$ cat src/verilog/frqx_pkg.sv
package frqx_pkg;
  // opcodes seen on the link
  localparam logic [7:0] FRQX_OP_EXIT_4W = 8'hFF;
  localparam logic [7:0] FRQX_OP_ENTER_4W = 8'h38;
  localparam logic [7:0] FRQX_OP_RST_EN = 8'h66;
  localparam logic [7:0] FRQX_OP_RST = 8'h99;
  // shipped contents
  localparam logic [7:0] FRQX_ERASED_BYTE = 8'hFF;
  localparam logic [7:0] FRQX_STATUS_SHIP = 8'h00;
  // clock and recovery times
  localparam int FRQX_CLK_MHZ = 100;
  localparam int FRQX_T_RST_US = 30;
  localparam int FRQX_T_RST_E_MS = 12;
  localparam int FRQX_RST_CYC = FRQX_T_RST_US * FRQX_CLK_MHZ;
  localparam int FRQX_RST_E_CYC = FRQX_T_RST_E_MS * 1000 * FRQX_CLK_MHZ;
  localparam int FRQX_T_SHSL_NS = 20;
  localparam int FRQX_SHSL_CYC = (FRQX_T_SHSL_NS * FRQX_CLK_MHZ + 999) / 1000;
  localparam int FRQX_SCLK_HALF_CYC = 4;
  localparam int FRQX_WAIT_W = 21;
  localparam int FRQX_BYTE_BITS = 8;
endpackage
$ cat src/verilog/frqx_link_if.sv
`timescale 1ns/1ps
interface frqx_link_if;
  logic cs_n;
  logic sclk;
  logic [3:0] dq;
  modport dev (input cs_n, input sclk, input dq);
  modport host (output cs_n, output sclk, output dq);
endinterface

$ cat src/verilog/frqx_device.sv
`timescale 1ns/1ps
module frqx_device #(
  parameter int RST_E_CYCLES = frqx_pkg::FRQX_RST_E_CYC
) (
  input wire logic ref_clk,
  input wire logic rst_n,
  frqx_link_if.dev link,
  input wire logic quad_enable,
  input wire logic op_running,
  input wire logic erase_running,
  input wire logic vol_load,
  input wire logic vol_write_enable,
  input wire logic vol_suspend,
  input wire logic [7:0] vol_read_param,
  input wire logic vol_deep_pd,
  input wire logic [7:0] vol_cont_mode,
  input wire logic [2:0] vol_wrap,
  input wire logic [7:0] vol_status,
  output logic four_wire_command_mode,
  output logic recovering,
  output logic abort_pulse,
  output logic data_suspect,
  output logic write_enable_latch,
  output logic suspend_flag,
  output logic [7:0] read_parameter_bits,
  output logic deep_power_down,
  output logic [7:0] continuous_read_mode_bits,
  output logic [2:0] wrap_setting_bits,
  output logic [7:0] status_bits,
  output logic [7:0] erased_byte,
  output logic [7:0] last_opcode
);
  import frqx_pkg::*;

  ////////////////////////////////////////////////////////////////////////////
  // pin synchronisers: stage 1 is read only by stage 2
  logic [2:0] cs_sync_q;
  logic [2:0] sclk_sync_q;
  logic [3:0] dq_s1_q;
  logic [3:0] dq_s2_q;

  always_ff @(posedge ref_clk or negedge rst_n) begin
    if (!rst_n) begin
      cs_sync_q <= 3'h7;
      sclk_sync_q <= 3'h0;
      dq_s1_q <= 4'h0;
      dq_s2_q <= 4'h0;
    end else begin
      cs_sync_q <= {cs_sync_q[1:0], link.cs_n};
      sclk_sync_q <= {sclk_sync_q[1:0], link.sclk};
      dq_s1_q <= link.dq;
      dq_s2_q <= dq_s1_q;
    end
  end

  ////////////////////////////////////////////////////////////////////////////
  // frame capture
  logic four_wire_q;
  logic [7:0] shift_q;
  logic [3:0] bits_q;
  logic rst_en_q;
  logic busy_q;
  logic [FRQX_WAIT_W-1:0] timer_q;

  wire cs_low = !cs_sync_q[1];
  wire cs_fall = cs_sync_q[2] && !cs_sync_q[1];
  wire cs_rise = cs_sync_q[1] && !cs_sync_q[2];
  wire sclk_rise = cs_low && sclk_sync_q[1] && !sclk_sync_q[2];
  wire byte_open = bits_q < 4'(FRQX_BYTE_BITS);
  wire [3:0] bit_step = four_wire_q ? 4'h4 : 4'h1;
  wire [7:0] shift_next = four_wire_q ? {shift_q[3:0], dq_s2_q} : {shift_q[6:0], dq_s2_q[0]};
  // frames that end while recovering are dropped whole
  wire frame_done = cs_rise && !busy_q;
  wire byte_ok = bits_q == 4'(FRQX_BYTE_BITS);
  wire op_exit = byte_ok && shift_q == FRQX_OP_EXIT_4W && four_wire_q;
  wire op_enter = byte_ok && shift_q == FRQX_OP_ENTER_4W && !four_wire_q && quad_enable;
  wire op_rst_en = byte_ok && shift_q == FRQX_OP_RST_EN;
  wire op_rst = byte_ok && shift_q == FRQX_OP_RST;
  wire reset_fire = frame_done && op_rst && rst_en_q;
  wire timer_zero = timer_q == '0;
  wire [FRQX_WAIT_W-1:0] rst_short = FRQX_WAIT_W'(FRQX_RST_CYC - 1);
  wire [FRQX_WAIT_W-1:0] rst_long = FRQX_WAIT_W'(RST_E_CYCLES - 1);

  always_ff @(posedge ref_clk or negedge rst_n) begin
    if (!rst_n) begin
      shift_q <= 8'h00;
      bits_q <= 4'h0;
    end else if (cs_fall) begin
      shift_q <= 8'h00;
      bits_q <= 4'h0;
    end else if (sclk_rise && byte_open) begin
      shift_q <= shift_next;
      bits_q <= bits_q + bit_step;
    end
  end

  ////////////////////////////////////////////////////////////////////////////
  // command decode, reset arming and recovery timer
  logic abort_q;
  logic suspect_q;
  logic [7:0] last_op_q;

  always_ff @(posedge ref_clk or negedge rst_n) begin
    if (!rst_n) begin
      four_wire_q <= 1'b0;
      rst_en_q <= 1'b0;
      busy_q <= 1'b0;
      timer_q <= '0;
      abort_q <= 1'b0;
      suspect_q <= 1'b0;
      last_op_q <= 8'h00;
    end else begin
      abort_q <= reset_fire;
      if (busy_q) begin
        if (timer_zero) begin
          busy_q <= 1'b0;
        end else begin
          timer_q <= timer_q - 1'b1;
        end
      end
      if (frame_done) begin
        last_op_q <= shift_q;
        // any other frame, or a partial one, drops a pending enable
        rst_en_q <= op_rst_en;
      end
      if (reset_fire) begin
        four_wire_q <= 1'b0;
        busy_q <= 1'b1;
        timer_q <= erase_running ? rst_long : rst_short;
        // an interrupted or suspended write leaves its target undefined
        suspect_q <= op_running || erase_running || suspend_flag;
      end else if (frame_done && op_exit) begin
        four_wire_q <= 1'b0;
      end else if (frame_done && op_enter) begin
        four_wire_q <= 1'b1;
      end
    end
  end

  ////////////////////////////////////////////////////////////////////////////
  // volatile state; leaving four-wire mode touches none of it
  logic latch_q;
  logic susp_q;
  logic [7:0] param_q;
  logic dpd_q;
  logic [7:0] mode_q;
  logic [2:0] wrap_q;
  logic [7:0] status_q;

  always_ff @(posedge ref_clk or negedge rst_n) begin
    if (!rst_n) begin
      latch_q <= 1'b0;
      susp_q <= 1'b0;
      param_q <= 8'h00;
      dpd_q <= 1'b0;
      mode_q <= 8'h00;
      wrap_q <= 3'h0;
      status_q <= FRQX_STATUS_SHIP;
    end else if (reset_fire) begin
      latch_q <= 1'b0;
      susp_q <= 1'b0;
      param_q <= 8'h00;
      dpd_q <= 1'b0;
      mode_q <= 8'h00;
      wrap_q <= 3'h0;
      status_q <= FRQX_STATUS_SHIP;
    end else if (vol_load && !busy_q) begin
      // mode change frames never load here, so these survive an exit
      latch_q <= vol_write_enable;
      susp_q <= vol_suspend;
      param_q <= vol_read_param;
      dpd_q <= vol_deep_pd;
      mode_q <= vol_cont_mode;
      wrap_q <= vol_wrap;
      status_q <= vol_status;
    end
  end

  ////////////////////////////////////////////////////////////////////////////
  // outputs, all straight from flops
  logic [7:0] erased_q;

  always_ff @(posedge ref_clk or negedge rst_n) begin
    if (!rst_n) begin
      erased_q <= FRQX_ERASED_BYTE;
    end else begin
      erased_q <= FRQX_ERASED_BYTE;
    end
  end

  assign four_wire_command_mode = four_wire_q;
  assign recovering = busy_q;
  assign abort_pulse = abort_q;
  assign data_suspect = suspect_q;
  assign write_enable_latch = latch_q;
  assign suspend_flag = susp_q;
  assign read_parameter_bits = param_q;
  assign deep_power_down = dpd_q;
  assign continuous_read_mode_bits = mode_q;
  assign wrap_setting_bits = wrap_q;
  assign status_bits = status_q;
  assign erased_byte = erased_q;
  assign last_opcode = last_op_q;
endmodule

$ cat src/flat_wrapper.sv
// flat-port wrapper written by rule: the top's interface ports become plain ports
module frqx_device_flat import frqx_pkg::*;
#(
  parameter int RST_E_CYCLES = frqx_pkg::FRQX_RST_E_CYC
)
  (ref_clk, rst_n, quad_enable, op_running, erase_running, vol_load, vol_write_enable, vol_suspend, vol_read_param, vol_deep_pd, vol_cont_mode, vol_wrap, vol_status, four_wire_command_mode, recovering, abort_pulse, data_suspect, write_enable_latch, suspend_flag, read_parameter_bits, deep_power_down, continuous_read_mode_bits, wrap_setting_bits, status_bits, erased_byte, last_opcode, link_cs_n, link_sclk, link_dq);
  frqx_link_if link_i ();
  input wire logic ref_clk;
  input wire logic rst_n;
  input wire logic quad_enable;
  input wire logic op_running;
  input wire logic erase_running;
  input wire logic vol_load;
  input wire logic vol_write_enable;
  input wire logic vol_suspend;
  input wire logic [7:0] vol_read_param;
  input wire logic vol_deep_pd;
  input wire logic [7:0] vol_cont_mode;
  input wire logic [2:0] vol_wrap;
  input wire logic [7:0] vol_status;
  output logic four_wire_command_mode;
  output logic recovering;
  output logic abort_pulse;
  output logic data_suspect;
  output logic write_enable_latch;
  output logic suspend_flag;
  output logic [7:0] read_parameter_bits;
  output logic deep_power_down;
  output logic [7:0] continuous_read_mode_bits;
  output logic [2:0] wrap_setting_bits;
  output logic [7:0] status_bits;
  output logic [7:0] erased_byte;
  output logic [7:0] last_opcode;
  input wire logic [$bits(link_i.cs_n)-1:0] link_cs_n;
  input wire logic [$bits(link_i.sclk)-1:0] link_sclk;
  input wire logic [$bits(link_i.dq)-1:0] link_dq;
  assign link_i.cs_n = link_cs_n;
  assign link_i.sclk = link_sclk;
  assign link_i.dq = link_dq;
  frqx_device #(.RST_E_CYCLES(RST_E_CYCLES)) u_core (.ref_clk(ref_clk), .rst_n(rst_n), .link(link_i), .quad_enable(quad_enable), .op_running(op_running), .erase_running(erase_running), .vol_load(vol_load), .vol_write_enable(vol_write_enable), .vol_suspend(vol_suspend), .vol_read_param(vol_read_param), .vol_deep_pd(vol_deep_pd), .vol_cont_mode(vol_cont_mode), .vol_wrap(vol_wrap), .vol_status(vol_status), .four_wire_command_mode(four_wire_command_mode), .recovering(recovering), .abort_pulse(abort_pulse), .data_suspect(data_suspect), .write_enable_latch(write_enable_latch), .suspend_flag(suspend_flag), .read_parameter_bits(read_parameter_bits), .deep_power_down(deep_power_down), .continuous_read_mode_bits(continuous_read_mode_bits), .wrap_setting_bits(wrap_setting_bits), .status_bits(status_bits), .erased_byte(erased_byte), .last_opcode(last_opcode));
endmodule
$ cat config.mk
export PLATFORM = sky130hd
export DESIGN_NAME = frqx_device_flat
export DESIGN_NICKNAME = d
export VERILOG_FILES = /design/src/verilog/frqx_pkg.sv /design/src/verilog/frqx_link_if.sv /design/src/verilog/frqx_device.sv /design/src/flat_wrapper.sv
export SDC_FILE = /design/constraint.sdc
export NUM_CORES = 1
export LEC_CHECK = 0
export ABC_AREA = 1
export BUFFER_PORTS_ARGS = -buffer_cell sky130_fd_sc_hd__buf_2
export CAP_MARGIN = 5
export CORE_MARGIN = 10
export CORE_UTILIZATION = 30
export DETAILED_ROUTE_END_ITERATION = 6
export HOLD_SLACK_MARGIN = 0.1
export PLACE_DENSITY = 0.45
export SYNTH_ARGS = -nofsm -noshare
export SYNTH_HDL_FRONTEND = slang
export SYNTH_SLANG_ARGS = --single-unit
$ cat constraint.sdc
create_clock -name ref_clk -period 1.9 [get_ports ref_clk]
set_input_delay 0 -clock ref_clk [delete_from_list [all_inputs] [get_ports ref_clk]]
set_output_delay 0 -clock ref_clk [all_outputs]
set_load 0.02 [all_outputs]
==> metrics <==
status finished, final reports clean; boundary pin count 92; CTS Root Cell clkbuf_16; post-synthesis sequential area ratio 52.3%; Primary FF master, synth dfrtp_1; gr ovfl total 0; CTS tree done; CP arrival 1.99 ns; CTS resizes 0; num rows 43; FF-to-FF setup slack 0.17 ns; final hold slack 0.0970 ns; Register-to-Register Path Depth 5; top cells by area, synth dfrtp_1, nand2_1, nand3_1, a21oi_1, nor2_1; vias in the first global route 3914; initial antenna violation count 0; peak supply drop 412 uV; Post-synth EDFFs 0; average routed wire per standard cell 14.4 um; Die Ht 140 um; Critical Path Fanout Max 31; minimum clock period 1.73 ns; area leader, netlist dfrtp_1; RR Startpoint u_core.recovering$_DFF_PN0_; crit path cell chain inv_2 > buf_4 > nand3_1 > dlygate4sd3_1 > a21oi_1; HP Class in2async; diode count 0; WS Path Type reg2reg; worst-case clock buffer depth 2; most common cell in the netlist nand2_1; Max H-tree Level 3; YS warnings 0; CP Capture Type register; Area Overhead vs Synth 34.2%; global-route wire length before repair roughly 20 mm; Synth top area share 50.5%; Synth Register Bits 90; via count 3857; delay of the slowest critical-path stage 0.57 ns; cts hold-fix bufs 56; overall routed net length 12.0 mm; final hold violation count 0; initial drt markers ~220; Setup TNS 0 ns; CTS Buf Count 9; Skew-Pair Late Insertion Delay 0.35 ns; IO buf count 83; Nets 693; Max-Cap Viols 0; Starting Density 30.8%; Synth Instances 502; Synth async-reset ratio 100%; proportion of layout cells with a drive suffix above 1 22.9%; Die W 140 um; CTS clk-pin slew, worst paths 0.07 ns; GPL Wtd Cong just over 0.8; Mean Syn Cell Area approximately 8.6 um2; core area 14000 um2; Die Area 19600 um2; R2R Path End u_core.continuous_read_mode_bits[4]$_DFFE_PN0P_; Antenna Nets Post-Route 0; DP HPWL 8.59 mm; post-CTS setup buffers 0; largest net degree at the start of global routing 47; Final Skew 0.0127 ns; final number of setup-violating endpoints 0; Leakage approximately 2.8 nW; GRT Total Usage 12.4%; RSZ-0062 raised after global routing no; drc violations 0; Synth Cell Area 4310 um2; upper clock frequency limit approximately 0.58 GHz; DR vias/cell 4.64; synth unique cells 39; Post-DP Area just under 5000 um2; 1st-pass router iterations 7; Final Cell Area 5790 um2; CP startpoint kind register; CTS sink cnt 90; Slowest-stage cell, CP dlygate4sd3_1; most common library cells after synthesis nand2_1, dfrtp_1, nand3_1; period utilization 91.0%; worst path required time 2.16 ns; Final Max Tran Viols 0; Power Density 746 nW/um2
==> area by class of cell <==
cell class                      instances  area (um2)
Tap cell                              180         225
Timing Repair Buffer                  155        1120
Clock inverter                          7        51.3
Inverter                               39         146
Sequential cell                        90        2260
Multi-Input combinational cell        351        1760
Fill cell                            1393        8200
Clock buffer                            9         225
==> logic make-up (layout without fill, tap and decap cells) <==
kind of cell | count (synthesis) | in the layout | synth area share, %
simple gates | 256 | 256 | 27.7
other cells | 1 | 8 | 0.0869
fa+ha+maj | 5 | 5 | 1.45
xor+xnor | 5 | 5 | 1.02
buf+inv | 68 | 210 | 7.51
compound gates | 77 | 77 | 9.95
flops | 90 | 90 | 52.3
==> per-layer routing <==
metal  global-route usage [%]  routed length, um  vias to the layer above
met4                     5.38                209                        0
li1                         -                  -                     1927
met5                        0                  0                        -
met3                     3.85                717                       15
met2                     18.4               5330                       91
met1                     16.1               5700                     1824
==> critical path: cells and delay by family, from the launching register on <==
family	cells	cell delay [ns]
buffers and inverters	3	0.95
AO/OA/AOI/OAI	1	0.18
AND/OR/NAND/NOR	1	0.10
flip-flops	1	0.41
==> flip-flops by register name, indices dropped and copies added (netlist names), 3 cells and up <==
| register | cells |
|---|---|
| u_core.cs_sync_q | 3 |
| u_core.dq_s2_q | 4 |
| u_core.read_parameter_bits | 8 |
| u_core.status_bits | 8 |
| u_core.bits_q | 4 |
| u_core.sclk_sync_q | 3 |
| u_core.wrap_setting_bits | 3 |
| u_core.timer_q | 21 |
| u_core.continuous_read_mode_bits | 8 |
| u_core.shift_q | 8 |
| u_core.dq_s1_q | 4 |
| u_core.last_opcode | 8 |
==> where the power goes <==
part	internal [W]	switching [W]
clock network	0.000898	0.000787
logic	0.000234	0.000319
registers	0.00202	0.0000626
total	0.00315	0.00117
==> placed cells by master, fill, tap and decap left out, types with 4 or more instances in the layout <==
cell	synthesis	final
a21oi_1	37	37
buf_2	4	82
buf_4	11	15
clkbuf_16	0	9
conb_1	1	8
dfrtp_1	87	87
dlygate4sd3_1	0	56
ha_1	5	5
inv_1	33	33
inv_2	6	6
nand2_1	120	120
nand2_2	4	4
nand3_1	49	49
nand3b_1	6	6
nand4_1	6	6
nor2_1	43	43
nor2_4	4	4
nor3_1	8	8
o21ai_0	23	23
==> per-stage QoR <==
| stage | instances | setup slack (ns) | util (%) | power (W) |
|---|---|---|---|---|
| CTS | 831 | 0.168 | 41.4 | 0.00439 |
| finish | 831 | 0.171 | 41.4 | 0.00432 |
| detailed placement | 759 | 0.199 | 35.4 | 0.00258 |
| floorplan | 509 | 0.321 | - | 0.00237 |
| global route | 831 | 0.0476 | 41.4 | 0.00453 |
| global placement | 759 | 0.216 | 35.4 | 0.00258 |
==> how the worst max path moves through the flow <==
| stage | slack, ns | endpoint | cells after the start | start |
|---|---|---|---|---|
| detailed placement | 0.20 | u_core.timer_q[0]$_DFFE_PN0P_ | 9 | u_core.timer_q[0]$_DFFE_PN0P_ |
| floorplan | 0.32 | u_core.bits_q[3]$_DFFE_PN0P_ | 6 | u_core.four_wire_command_mode$_DFFE_PN0P_ |
| finish | 0.17 | u_core.continuous_read_mode_bits[4]$_DFFE_PN0P_ | 5 | u_core.recovering$_DFF_PN0_ |
| global placement | 0.22 | u_core.timer_q[0]$_DFFE_PN0P_ | 9 | u_core.timer_q[0]$_DFFE_PN0P_ |
| global route | 0.05 | u_core.deep_power_down$_DFFE_PN0P_ | 5 | u_core.recovering$_DFF_PN0_ |
| CTS | 0.17 | u_core.continuous_read_mode_bits[4]$_DFFE_PN0P_ | 5 | u_core.recovering$_DFF_PN0_ |
No activity file was read; power rests on OpenSTA's default activity.
